File: src/include/pc_loader_map.svh
// Constants for the program counter loader
`ifndef PC_LOADER_MAP_SVH
`define PC_LOADER_MAP_SVH
`define PC_WIDTH        13
`define PC_LOW_WIDTH    8
`define PC_HIGH_WIDTH   5
`define LATCH_WIDTH     8
`define JUMP_FIELD_W    11
`define PC_RESET_VALUE  13'h0000
`define LATCH_RESET_VAL 8'h00
`define LATCH_JUMP_MSB  4
`define LATCH_JUMP_LSB  3
`endif

File: src/include/pc_loader_pkg.sv
// Types for the program counter loader
`include "pc_loader_map.svh"
package pc_loader_pkg;
   typedef enum logic [1:0] {
      LOAD_INC,
      LOAD_LOW_WRITE,
      LOAD_JUMP,
      LOAD_RESTORE
   } load_sel_t;
   typedef logic [`PC_WIDTH-1:0] pc_t;
endpackage

File: src/include/pc_load_if.sv
// Interface joining the loader and its next-address selector
`timescale 1ns/1ps
`include "pc_loader_map.svh"
interface pc_load_if;
   import pc_loader_pkg::*;
   pc_t                        cur_pc;
   logic [`LATCH_WIDTH-1:0]    latch;
   logic [`PC_LOW_WIDTH-1:0]   low_data;
   logic [`JUMP_FIELD_W-1:0]   jump_addr;
   pc_t                        stack_pc;
   load_sel_t                  sel;
   pc_t                        next_pc;
   modport loader (output cur_pc, latch, low_data, jump_addr, stack_pc,
                   sel, input next_pc);
   modport selector (input cur_pc, latch, low_data, jump_addr, stack_pc,
                     sel, output next_pc);
endinterface

File: src/rtl/program_counter_loader.sv
// Program counter with low-byte register and upper address latch
`timescale 1ns/1ps
`include "pc_loader_map.svh"
module program_counter_loader
   import pc_loader_pkg::*;
(
   input  wire logic                      CLK_I,         // Core clock
   input  wire logic                      RST_I,         // Sync reset, high
   input  wire logic                      CE_I,          // Clock enable
   input  wire logic                      ADVANCE_I,     // Step to next instr
   input  wire logic                      LOW_WR_I,      // Write low byte
   input  wire logic [`PC_LOW_WIDTH-1:0]  LOW_DATA_I,    // Low byte value
   input  wire logic                      LATCH_WR_I,    // Write latch
   input  wire logic [`LATCH_WIDTH-1:0]   LATCH_DATA_I,  // Latch value
   input  wire logic                      JUMP_I,        // Jump or call
   input  wire logic [`JUMP_FIELD_W-1:0]  JUMP_ADDR_I,   // Instruction field
   input  wire logic                      RESTORE_I,     // Return from stack
   input  wire logic [`PC_WIDTH-1:0]      STACK_PC_I,    // Popped address
   output logic      [`PC_WIDTH-1:0]      PC_O,          // Program counter
   output logic      [`PC_LOW_WIDTH-1:0]  LOW_BYTE_O,    // Low byte readback
   output logic      [`LATCH_WIDTH-1:0]   LATCH_O        // Latch readback
);
   // ----------------------------------------------------------------
   // State
   // ----------------------------------------------------------------
   pc_t                       pc_q, pc_d;
   logic [`LATCH_WIDTH-1:0]   latch_q, latch_d;
   pc_load_if                 lif ();

   // ----------------------------------------------------------------
   // Helpers
   // ----------------------------------------------------------------
   // One decode shared by the next-value logic and the hold check
   function automatic logic pc_moves(input logic low_wr,
                                     input logic jump,
                                     input logic restore,
                                     input logic advance);
      return low_wr || jump || restore || advance;
   endfunction

   // ----------------------------------------------------------------
   // Load selection
   // ----------------------------------------------------------------
   // Low-byte write outranks a jump; restore outranks plain stepping
   always_comb begin
      if (LOW_WR_I) begin
         lif.sel = LOAD_LOW_WRITE;
      end else if (JUMP_I) begin
         lif.sel = LOAD_JUMP;
      end else if (RESTORE_I) begin
         lif.sel = LOAD_RESTORE;
      end else begin
         lif.sel = LOAD_INC;
      end
   end

   assign lif.cur_pc    = pc_q;
   assign lif.latch     = latch_q;
   assign lif.low_data  = LOW_DATA_I;
   assign lif.jump_addr = JUMP_ADDR_I;
   assign lif.stack_pc  = STACK_PC_I;

   pc_next_select u_sel (
      .lif (lif.selector)
   );

   // ----------------------------------------------------------------
   // Next values
   // ----------------------------------------------------------------
   always_comb begin
      pc_d    = pc_q;
      latch_d = latch_q;
      // A latch write alone leaves the counter where it is
      if (pc_moves(LOW_WR_I, JUMP_I, RESTORE_I, ADVANCE_I)) begin
         pc_d = lif.next_pc;
      end
      // Only a direct write changes the latch, never a push or pop
      if (LATCH_WR_I) begin
         latch_d = LATCH_DATA_I;
      end
   end

   always_ff @(posedge CLK_I) begin
      if (RST_I) begin
         pc_q    <= `PC_RESET_VALUE;
         latch_q <= `LATCH_RESET_VAL;
      end else if (CE_I) begin
         pc_q    <= pc_d;
         latch_q <= latch_d;
      end
   end

   assign PC_O       = pc_q;
   assign LOW_BYTE_O = pc_q[`PC_LOW_WIDTH-1:0];
   assign LATCH_O    = latch_q;
endmodule

File: src/rtl/pc_next_select.sv
// Next program counter selection
`timescale 1ns/1ps
`include "pc_loader_map.svh"
module pc_next_select
   import pc_loader_pkg::*;
(
   pc_load_if.selector lif   // Load request and result
);
   always_comb begin
      case (lif.sel)
         LOAD_LOW_WRITE: begin
            // Whole counter changes at once from latch and written byte
            lif.next_pc = {lif.latch[`PC_HIGH_WIDTH-1:0],
                           lif.low_data};
         end
         LOAD_JUMP: begin
            lif.next_pc = {lif.latch[`LATCH_JUMP_MSB:`LATCH_JUMP_LSB],
                           lif.jump_addr};
         end
         LOAD_RESTORE: begin
            lif.next_pc = lif.stack_pc;
         end
         default: begin
            lif.next_pc = pc_t'(lif.cur_pc + pc_t'(1));
         end
      endcase
   end
endmodule

File: config.mk
export PLATFORM = sky130hd
export DESIGN_NAME = program_counter_loader
export DESIGN_NICKNAME = d
export VERILOG_FILES = /design/src/include/pc_loader_pkg.sv /design/src/include/pc_load_if.sv /design/src/rtl/program_counter_loader.sv /design/src/rtl/pc_next_select.sv
export VERILOG_INCLUDE_DIRS = /design/src /design/src/include
export SDC_FILE = /design/constraint.sdc
export NUM_CORES = 1
export LEC_CHECK = 0
export BUFFER_PORTS_ARGS = -buffer_cell sky130_fd_sc_hd__buf_2
export CORE_ASPECT_RATIO = 1.1
export CORE_MARGIN = 2
export CORE_UTILIZATION = 41
export CTS_BUF_LIST = sky130_fd_sc_hd__clkbuf_4 sky130_fd_sc_hd__clkbuf_8 sky130_fd_sc_hd__clkbuf_16
export DETAILED_ROUTE_END_ITERATION = 10
export PLACE_DENSITY_LB_ADDON = 0.12
export SLEW_MARGIN = 20
export SYNTH_ARGS = -nofsm -noshare
export SYNTH_HDL_FRONTEND = slang
export SYNTH_SLANG_ARGS = --single-unit
File: constraint.sdc
create_clock -name CLK_I -period 1.4 [get_ports CLK_I]
set_input_delay 0.07 -clock CLK_I [delete_from_list [all_inputs] [get_ports CLK_I]]
set_output_delay 0.07 -clock CLK_I [all_outputs]
set_load 0.05 [all_outputs]
==> results of run 1 <==
[critical path, stage by stage, from the launching register on]
cell	delay, ns
dfxtp_4	0.38
ha_4	0.15
nand4_1	0.10
buf_4	0.15
nor3_2	0.04
or4b_1	0.47
o311ai_1	0.10
[final cells by class]
cell class	instances	area share [%]
Clock buffer	3	1.05
Clock inverter	1	0.234
Inverter	7	1.23
Multi-Input combinational cell	146	44.5
Sequential cell	21	20.8
Tap cell	48	2.80
Timing Repair Buffer	105	29.3
[state kept, by name, summed over array words and instances, names as in the netlist]
| signal | count |
|---|---|
| LATCH_O | 8 |
| PC_O | 13 |
[timing repair]
action	4_1_cts	5_1_grt
hold buffers	7	0
pin swaps	4	14
hold endpoints to repair	7	0
resized for setup	3	8
setup buffers	3	2
endpoints found under the setup margin	4	8
[per-stage QoR]
| step | instance area [sq um] | hold WS (ns) | setup TNS [ns] | worst slack (ns) |
|---|---|---|---|---|
| floorplan | 1520 | 0.218 | -0.0974 | -0.0630 |
| global placement | 1960 | 0.323 | -0.0448 | -0.0448 |
| detailed placement | 1960 | 0.327 | -0.0600 | -0.0274 |
| CTS | 2090 | 0.00588 | -0.00904 | -0.00904 |
| global route | 2140 | 0.000248 | -0.570 | -0.130 |
| finish | 2140 | 0.00716 | -0.0954 | -0.0828 |
[power by group]
group / total [mW] / internal, mW / switching [mW]
registers: 0.673 / 0.635 / 0.0378
clock network: 0.316 / 0.107 / 0.210
logic: 0.617 / 0.222 / 0.395
[layer usage]
| metal | part of all wire, % | vias up | track usage (%) |
|---|---|---|---|
| met3 | 4.9 | 2 | 3.50 |
| met5 | 0 | - | 0 |
| met2 | 53 | 54 | 43.5 |
| li1 | - | 902 | - |
| met1 | 42 | 809 | 28.6 |
| met4 | 0.52 | 0 | 7.61 |
[kinds of logic after synthesis]
family | Yosys count
mux | 2
buf+inv | 30
compound gates | 67
flops | 21
simple gates | 76
fa+ha+maj | 1
[cell usage in the layout (no fill, tap or decap), types with 3 or more instances in the layout]
cell           count
dfxtp_4            6
inv_1              7
clkbuf_4           3
nor3_1             3
a31oi_1            4
nand3b_1           4
and4_1             3
dlygate4sd3_1      7
nor3b_1            4
dfxtp_2            3
o21ai_0           13
buf_2             76
nand3_1           12
nand4_1            3
o31ai_1            4
nand2_1           20
a21oi_1           27
nor4_1             3
nor2_1             4
nor2b_1            9
a32oi_1            3
buf_4             21
dfxtp_1           12
a221oi_1           3
[worst max-delay path by stage]
stage               depth (start not counted)  slack, ns        to     from
finish                                      6      -0.08  PC_O[12]  PC_O[1]
detailed placement                          6      -0.03   PC_O[8]  PC_O[1]
CTS                                         5     -0.009  PC_O[12]  PC_O[1]
floorplan                                   5      -0.06   PC_O[6]  PC_O[1]
global route                                6      -0.13  PC_O[12]  PC_O[1]
global placement                            6      -0.04   PC_O[6]  PC_O[1]
==> results.yml, run 1 <==
status:
  status: "finished with violations"
  violations: "setup timing"
global_routing:
  gr-total-overflow: 0
  antenna_found_initial: 0
  grt_use_total_pct: 24.2
  grt_pass1_wl_mm: 7.47
  grt_max_degree: 25
  grt_pass1_vias: 1687
timing:
  fmax_mhz: 674
  layout_setup_ws_ns: -0.0828
  grt_setup_unrepaired: "true"
  hold_viol: 0
  slew_viol_final: 0
  setup_viol: 3
  clock-skew-final_ns: 0.0149
  worstMarginPinSlew_ns: 0.460
  relSlewSlack_pct: 69.1
  period_needed_ns: 1.48
  fin_crit_sh_pct: 106
critical_path:
  worstPathArrival_ns: 1.72
  crit_type: "register to register"
  start_kind: "register"
  timing.rr.end: "PC_O[12]"
  crit_fanout: 3
  r2r-start: "PC_O[1]"
  reg2regPathDepth: 6
  worstPathRequired_ns: 1.64
  endpoint_kind: "register"
  r2r_slack_ns: -0.08
cts:
  cts_root_buf: "clkbuf_4"
  path_clk_slew_ns: 0.14
  cts_made_buffers: 3
  cts_tree: "done"
  cts_sinks: 21
  h-tree-depth: 1
  cts_buffer_depth: 2
  clk_latency_ns: 0.32
logic_synthesis:
  synth-adder-area-share_pct: 0.853
  synth_compound_area_share_pct: 28.8
  syn_nets: 246
  yosysMostFrequentCell: "a21oi_1"
  synth_edf_count: 0
  synth_common_cells: "a21oi_1 (29), dfxtp_1 (21), nand2_1 (20)"
  yosys.area.top_type: "dfxtp_1"
  synth_top_family_by_area: "simple AND/OR/NAND/NOR gates"
  syn_avg_cell_area_sq_um: 7.44
  synthCells: 197
  yosysSeqAreaShare_pct: 28.7
  ys_ff_latch: 21
  muxShareOfSynthArea_pct: 1.37
  synth.area.top_cells: "dfxtp_1 (29%), a21oi_1 (9.9%), nand2_1 (5.1%), o21ai_0 (5.1%), buf_4 (4.6%)"
  synth_area_sq_um: 1470
  yosys.area_share.simple_pct: 29.1
  yosysTopAreaCellShare_pct: 28.7
  synthXorXnorAreaFrac_pct: 0
  synth.distinct_cells: 36
  async_flop_share_pct: 0
  yosys_warnings: 0
  ys.flop_type: "dfxtp_1"
place:
  dpl.hpwl_mm: 3.36
  gp_congestion: 0.911
  io_buffers: 76
  placedCellCount: 315
cells_and_area:
  final_util_pct: 63.3
  multi_input_area_sq_um: 955
  finalNonFillerCells: 331
  nets: 333
  regArea_sq_um: 447
  diodes: 0
  area_growth_pct: 46.2
  fillerInstances: 332
  drive_above_1_share_pct: 43.5
min_path:
  hp-start: "LATCH_DATA_I[3]"
  whs_endpoint: "LATCH_O[3]"
  hold_path.class: "input pin to register"
  min_path_cells: 3
floorplanning:
  die_x_um: 61.0
  initial_core_util_pct: 43.3
  num_io_pins: 77
  rows: 22
  dieHeight_um: 66.7
  die-area_sq_um: 4070
  core-area_sq_um: 3390
drt:
  dr.pass1.iters: 4
  vias: 1767
  wl_per_cell_um: 14.0
  drt-vias-per-instance: 5.34
  drc: 0
  routed_wl_mm: 4.62
  ant_nets: 0
  drtIter0Drc: 77
power_and_ir_drop:
  peakVddDrop_mv: 0.428
  powerDensity_nw_per_um2: 749
  power_mw: 1.61
  p_leak_nw: 0.941
flow_run:
  cap_violations: 0
(Power assumes the default switching activity.)
==> run 2, diff against run 1 <==
--- a/config.mk
+++ b/config.mk
@@ -6,12 +6,13 @@
 export SDC_FILE = /design/constraint.sdc
 export NUM_CORES = 1
 export LEC_CHECK = 0
-export BUFFER_PORTS_ARGS = -buffer_cell sky130_fd_sc_hd__buf_2
+export ABC_CLOCK_PERIOD_IN_PS = 1400
 export CORE_ASPECT_RATIO = 1.1
 export CORE_MARGIN = 2
 export CORE_UTILIZATION = 41
 export CTS_BUF_LIST = sky130_fd_sc_hd__clkbuf_4 sky130_fd_sc_hd__clkbuf_8 sky130_fd_sc_hd__clkbuf_16
 export DETAILED_ROUTE_END_ITERATION = 10
+export DONT_BUFFER_PORTS = 1
 export PLACE_DENSITY_LB_ADDON = 0.12
 export SLEW_MARGIN = 20
 export SYNTH_ARGS = -nofsm -noshare
==> run 2 against run 1 <==
The flow finishes with violations (hold timing, setup timing). Global-route usage is 0.42 points higher. Total power is 5.1% lower. Flip-flop and latch count stayed put. Critical endpoint unchanged. Highest routed layer unchanged. Critical path depth is 1 lower. Clock power is 5% higher. Clock skew is 0.014 ns lower. Maximum frequency is 5.0% higher.
==> results.yml, run 2 (synthesized netlist as in run 1, its figures left out) <==
global_routing:
  grt_pass1_wl_mm: 7.40
  grt_use_total_pct: 24.6
  grt_pass1_vias: 1571
  grt_max_degree: 28
  antenna_found_initial: 0
  gr-total-overflow: 0
drt:
  wl_per_cell_um: 17.3
  dr.pass1.iters: 4
  drt-vias-per-instance: 5.92
  ant_nets: 0
  routed_wl_mm: 4.76
  drc: 0
  vias: 1629
  drtIter0Drc: 97
cells_and_area:
  diodes: 0
  area_growth_pct: 35.1
  layout_common_cells: "buf_4 (31), a21oi_1 (28), nand2_1 (20)"
  nets: 277
  layout_commonest_cell: "buf_4"
  fillerInstances: 342
  largest_register_ffs: 13
  final_util_pct: 58.5
  drive_above_1_share_pct: 30.0
place:
  gp_congestion: 0.844
  dpl.hpwl_mm: 3.28
  io_buffers: 0
power_and_ir_drop:
  powerDensity_nw_per_um2: 769
  p_leak_nw: 0.747
  peakVddDrop_mv: 0.441
  power_mw: 1.52
min_path:
  hold_path.class: "input pin to register"
  min_path_cells: 1
floorplanning:
  num_io_pins: 77
  dieHeight_um: 66.7
  die-area_sq_um: 4070
  rows: 22
  core-area_sq_um: 3390
  initial_core_util_pct: 43.3
  die_x_um: 61.0
timing:
  relSlewSlack_pct: 73.1
  grt_setup_unrepaired: "true"
  period_needed_ns: 1.41
  fin_crit_sh_pct: 101
  fmax_mhz: 708
  clock-skew-final_ns: 0.000760
  slew_viol_final: 0
  layout_setup_ws_ns: -0.0124
  setup_viol: 2
  worstMarginPinSlew_ns: 0.404
  hold_slack_ns: -0.211
  hold_viol: 10
critical_path:
  start_kind: "register"
  crit_type: "register to register"
  crit_chain: "ha_4 -> nand4_1 -> nor3_2 -> or4b_4 -> o311ai_2"
  slowest_stage: "or4b_4"
  cp_slowest_stage_delay_ns: 0.48
  worstPathRequired_ns: 1.63
  reg2regPathDepth: 5
  endpoint_kind: "register"
  worstPathArrival_ns: 1.65
  crit_fanout: 4
cts:
  cts_buffer_depth: 2
  cts_sinks: 21
  h-tree-depth: 1
  cts_made_buffers: 3
  cts_root_buf: "clkbuf_4"
  clk_latency_ns: 0.31
  cts_tree: "done"
  path_clk_slew_ns: 0.12
status:
  violations: "hold timing, setup timing"
  status: "finished with violations"
flow_run:
  cap_violations: 0
==> run 2: worst paths after layout <==
kind | from | to | slack (ns)
max reg2reg | PC_O[1] | PC_O[12] | -0.01
min | RST_I | LATCH_O[4] | -0.21
max | PC_O[1] | PC_O[12] | -0.01
min reg2reg | PC_O[2] | PC_O[2] | 0.52
==> run 2: per-layer routing <==
layer  GRT usage [%]  routed length, um  share of wire [%]
met1            30.2               1930                 40
met2            39.0               2380                 50
met3            3.69                286                6.0
met4            15.8                167                3.5
met5               0                  0                  0
==> run 2: layout make-up <==
class	count	area (sq um)	share of cell area [%]
inverter	7	26.3	1.33
multi-input combinational	146	986	49.8
tap	48	60.1	3.03
timing repair buffer	49	427	21.5
sequential	21	452	22.8
clock buffer	4	30.0	1.52
==> run 2: where the power goes <==
part | internal, mW | switching (mW) | total, mW
sequential | 0.635 | 0.0377 | 0.673
combinational | 0.180 | 0.339 | 0.519
clock | 0.131 | 0.201 | 0.331
==> run 2: through the flow <==
step / setup WS [ns] / hold WS, ns / std cells / area, sq um / TNS (ns)
finish: -0.0124 / -0.211 / 275 / 1980 / -0.0240
global route: -0.109 / -0.229 / 275 / 1980 / -0.496
CTS: -0.00397 / -0.201 / 270 / 1830 / -0.00692
detailed placement: -0.0617 / 0.144 / 252 / 1660 / -0.150
global placement: -0.00774 / 0.142 / 252 / 1660 / -0.0110
floorplan: -0.0630 / 0.218 / 197 / 1520 / -0.0974
==> run 2: critical path, delay by kind of cell, from the launching register on <==
family          cells  cell delay [ns]
compound gates      1             0.09
fa+ha+maj           1             0.16
flops               1             0.38
simple gates        3             0.71
==> run 2: what timing repair did <==
item,4_1_cts,5_1_grt
resized for setup,2,25
hold buffers,12,2
setup endpoints to repair,3,13
pin swaps,2,8
hold endpoints to repair,20,12
setup buffers,2,4
==> run 3, diff against run 2 <==
--- a/config.mk
+++ b/config.mk
@@ -6,6 +6,7 @@
 export SDC_FILE = /design/constraint.sdc
 export NUM_CORES = 1
 export LEC_CHECK = 0
+export ABC_AREA = 1
 export ABC_CLOCK_PERIOD_IN_PS = 1400
 export CORE_ASPECT_RATIO = 1.1
 export CORE_MARGIN = 2
@@ -14,6 +15,7 @@
 export DETAILED_ROUTE_END_ITERATION = 10
 export DONT_BUFFER_PORTS = 1
 export PLACE_DENSITY_LB_ADDON = 0.12
+export SKIP_CTS_REPAIR_TIMING = 1
 export SLEW_MARGIN = 20
 export SYNTH_ARGS = -nofsm -noshare
 export SYNTH_HDL_FRONTEND = slang
==> run 3 against run 2 <==
The run ends with hold timing left. Clock power is 6.0% lower. Clock skew increased by 0.00064 ns. Synthesized area decreased by 3.4%. Routed wire length fell by 20%. Critical endpoint is now PC_O[8]. Worst hold slack improved by 0.21 ns. Die area decreased by 3.2%. First-iteration DRC count shrank 29%. Global-route usage down 5.4 points. Largest power group unchanged. Total power shrank 0.22%.
==> results.yml, run 3 <==
status:
  status: "finished with violations"
  violations: "hold timing"
cts:
  cts_made_buffers: 3
  h-tree-depth: 1
  cts_sinks: 21
  cts_buffer_depth: 2
  path_clk_slew_ns: 0.13
  clk_latency_ns: 0.31
  cts_tree: "done"
  cts_root_buf: "clkbuf_4"
logic_synthesis:
  ys.flop_type: "dfxtp_1"
  synth.distinct_cells: 19
  synth_area_sq_um: 1420
  yosysTopAreaCellShare_pct: 29.7
  ys_ff_latch: 21
  synth_common_cells: "nand2_1 (68), nor2_1 (36), nand3_1 (28)"
  synth.area.top_cells: "dfxtp_1 (30%), nand2_1 (18%), nand3_1 (9.9%), nor2_1 (9.5%), o21ai_0 (7.1%)"
  async_flop_share_pct: 0
  syn_nets: 289
  synthCells: 240
  synth_edf_count: 0
  syn_avg_cell_area_sq_um: 5.90
  yosysSeqAreaShare_pct: 29.7
  yosysMostFrequentCell: "nand2_1"
  yosys_warnings: 0
  yosys.area.top_type: "dfxtp_1"
critical_path:
  endpoint_kind: "register"
  crit_fanout: 5
  start_kind: "register"
  worstPathRequired_ns: 1.61
  worstPathArrival_ns: 1.47
  r2r_slack_ns: 0.14
  crit_type: "register to register"
cells_and_area:
  layout_common_cells: "nand2_1 (68), nor2_1 (35), nand3_1 (27)"
  multi_input_area_sq_um: 820
  finalNonFillerCells: 313
  area_growth_pct: 20.8
  nets: 315
  largest_register_ffs: 13
  final_util_pct: 51.4
  regArea_sq_um: 430
  diodes: 0
  drive_above_1_share_pct: 16.6
  fillerInstances: 360
  design_area_sq_um: 1710
  layout_commonest_cell: "nand2_1"
place:
  place_area_sq_um: 1560
  gp_congestion: 0.791
  dpl.hpwl_mm: 2.89
  placedCellCount: 298
  io_buffers: 0
  pre_cts_slack_ns: 0.131
drt:
  drt-vias-per-instance: 4.99
  routed_wl_mm: 3.81
  drtIter0Drc: 69
  ant_nets: 0
  drc: 0
  dr.pass1.iters: 4
  vias: 1563
  wl_per_cell_um: 12.2
power_and_ir_drop:
  powerDensity_nw_per_um2: 889
  peakVddDrop_mv: 0.588
  p_leak_nw: 0.775
flow_run:
  cap_violations: 0
timing:
  hold_slack_ns: -0.00146
  layout_setup_ws_ns: 0.142
  period_needed_ns: 1.26
  setup_viol: 0
  fmax_mhz: 795
  slew_viol_final: 0
  fin_crit_sh_pct: 89.9
  clock-skew-final_ns: 0.00140
  relSlewSlack_pct: 69.7
  hold_viol: 1
  worstMarginPinSlew_ns: 0.454
global_routing:
  gr-total-overflow: 0
  grt_pass1_vias: 1365
  grt_pass1_wl_mm: 5.85
  antenna_found_initial: 0
  grt_use_total_pct: 19.2
  grt_max_degree: 17
floorplanning:
  num_io_pins: 77
  die_x_um: 60.0
  initial_core_util_pct: 42.5
  die-area_sq_um: 3940
  rows: 22
  core-area_sq_um: 3330
  dieHeight_um: 65.6
min_path:
  hold_path.class: "input pin to register"
==> run 3: cell types whose count changed after synthesis, sizes merged, moves of 9 or more <==
cell and delta:
nand2 +49, nor2 +34, inv +17, nand3 +16, a21oi -12, nor2b -9
o21ai +9
==> run 3: cell families after synthesis <==
kind of cell | Yosys count | synth area share, %
AO/OA/AOI/OAI | 41 | 14.5
adder cells (fa/ha/maj) | 1 | 0.883
buffers and inverters | 37 | 13.3
flip-flops | 21 | 29.7
AND/OR/NAND/NOR | 140 | 41.6
==> run 3: power by group <==
group          total, mW  internal (mW)  switching, mW
registers          0.689          0.645         0.0441
logic              0.520          0.149          0.371
clock network      0.311          0.107          0.205
==> run 3: cell type report <==
cell class	instances	area share [%]
Clock buffer	3	1.32
Clock inverter	1	0.293
Inverter	24	5.27
Multi-Input combinational cell	182	47.9
Sequential cell	21	25.2
Tap cell	48	3.51
Timing Repair Buffer	34	16.5
==> run 3: worst paths after layout <==
kind	startpoint	to	cells after the start
max	PC_O[0]	PC_O[8]	8
max reg2reg	PC_O[0]	PC_O[8]	8
min	STACK_PC_I[6]	PC_O[6]	4
min reg2reg	LATCH_O[7]	LATCH_O[7]	2
==> run 3: per-stage QoR <==
step,power (mW),hold slack (ns),TNS [ns]
floorplan,1.11,0.132,0
global placement,1.19,0.134,0
detailed placement,1.19,0.135,0
CTS,1.50,-0.205,0
global route,1.60,0.0109,-0.00643
finish,1.52,-0.00146,0
==> run 3: worst max-delay path, cell delays in order (launching register included) <==
cell and delay (ns):
dfxtp_2 0.38, ha_1 0.21, nand2_1 0.12, nor2_4 0.14
nand2_1 0.07, nand2_1 0.06, nand3_1 0.06, nand2_1 0.06
a21oi_1 0.05
==> run 3: per-layer routing <==
| metal | GRT usage, % | vias to the layer above | share of wire [%] |
|---|---|---|---|
| met5 | 0 | - | 0 |
| met2 | 29.2 | 67 | 45 |
| met1 | 27.6 | 677 | 46 |
| met4 | 3.61 | 0 | 0.42 |
| li1 | - | 817 | - |
| met3 | 4.33 | 2 | 8.7 |
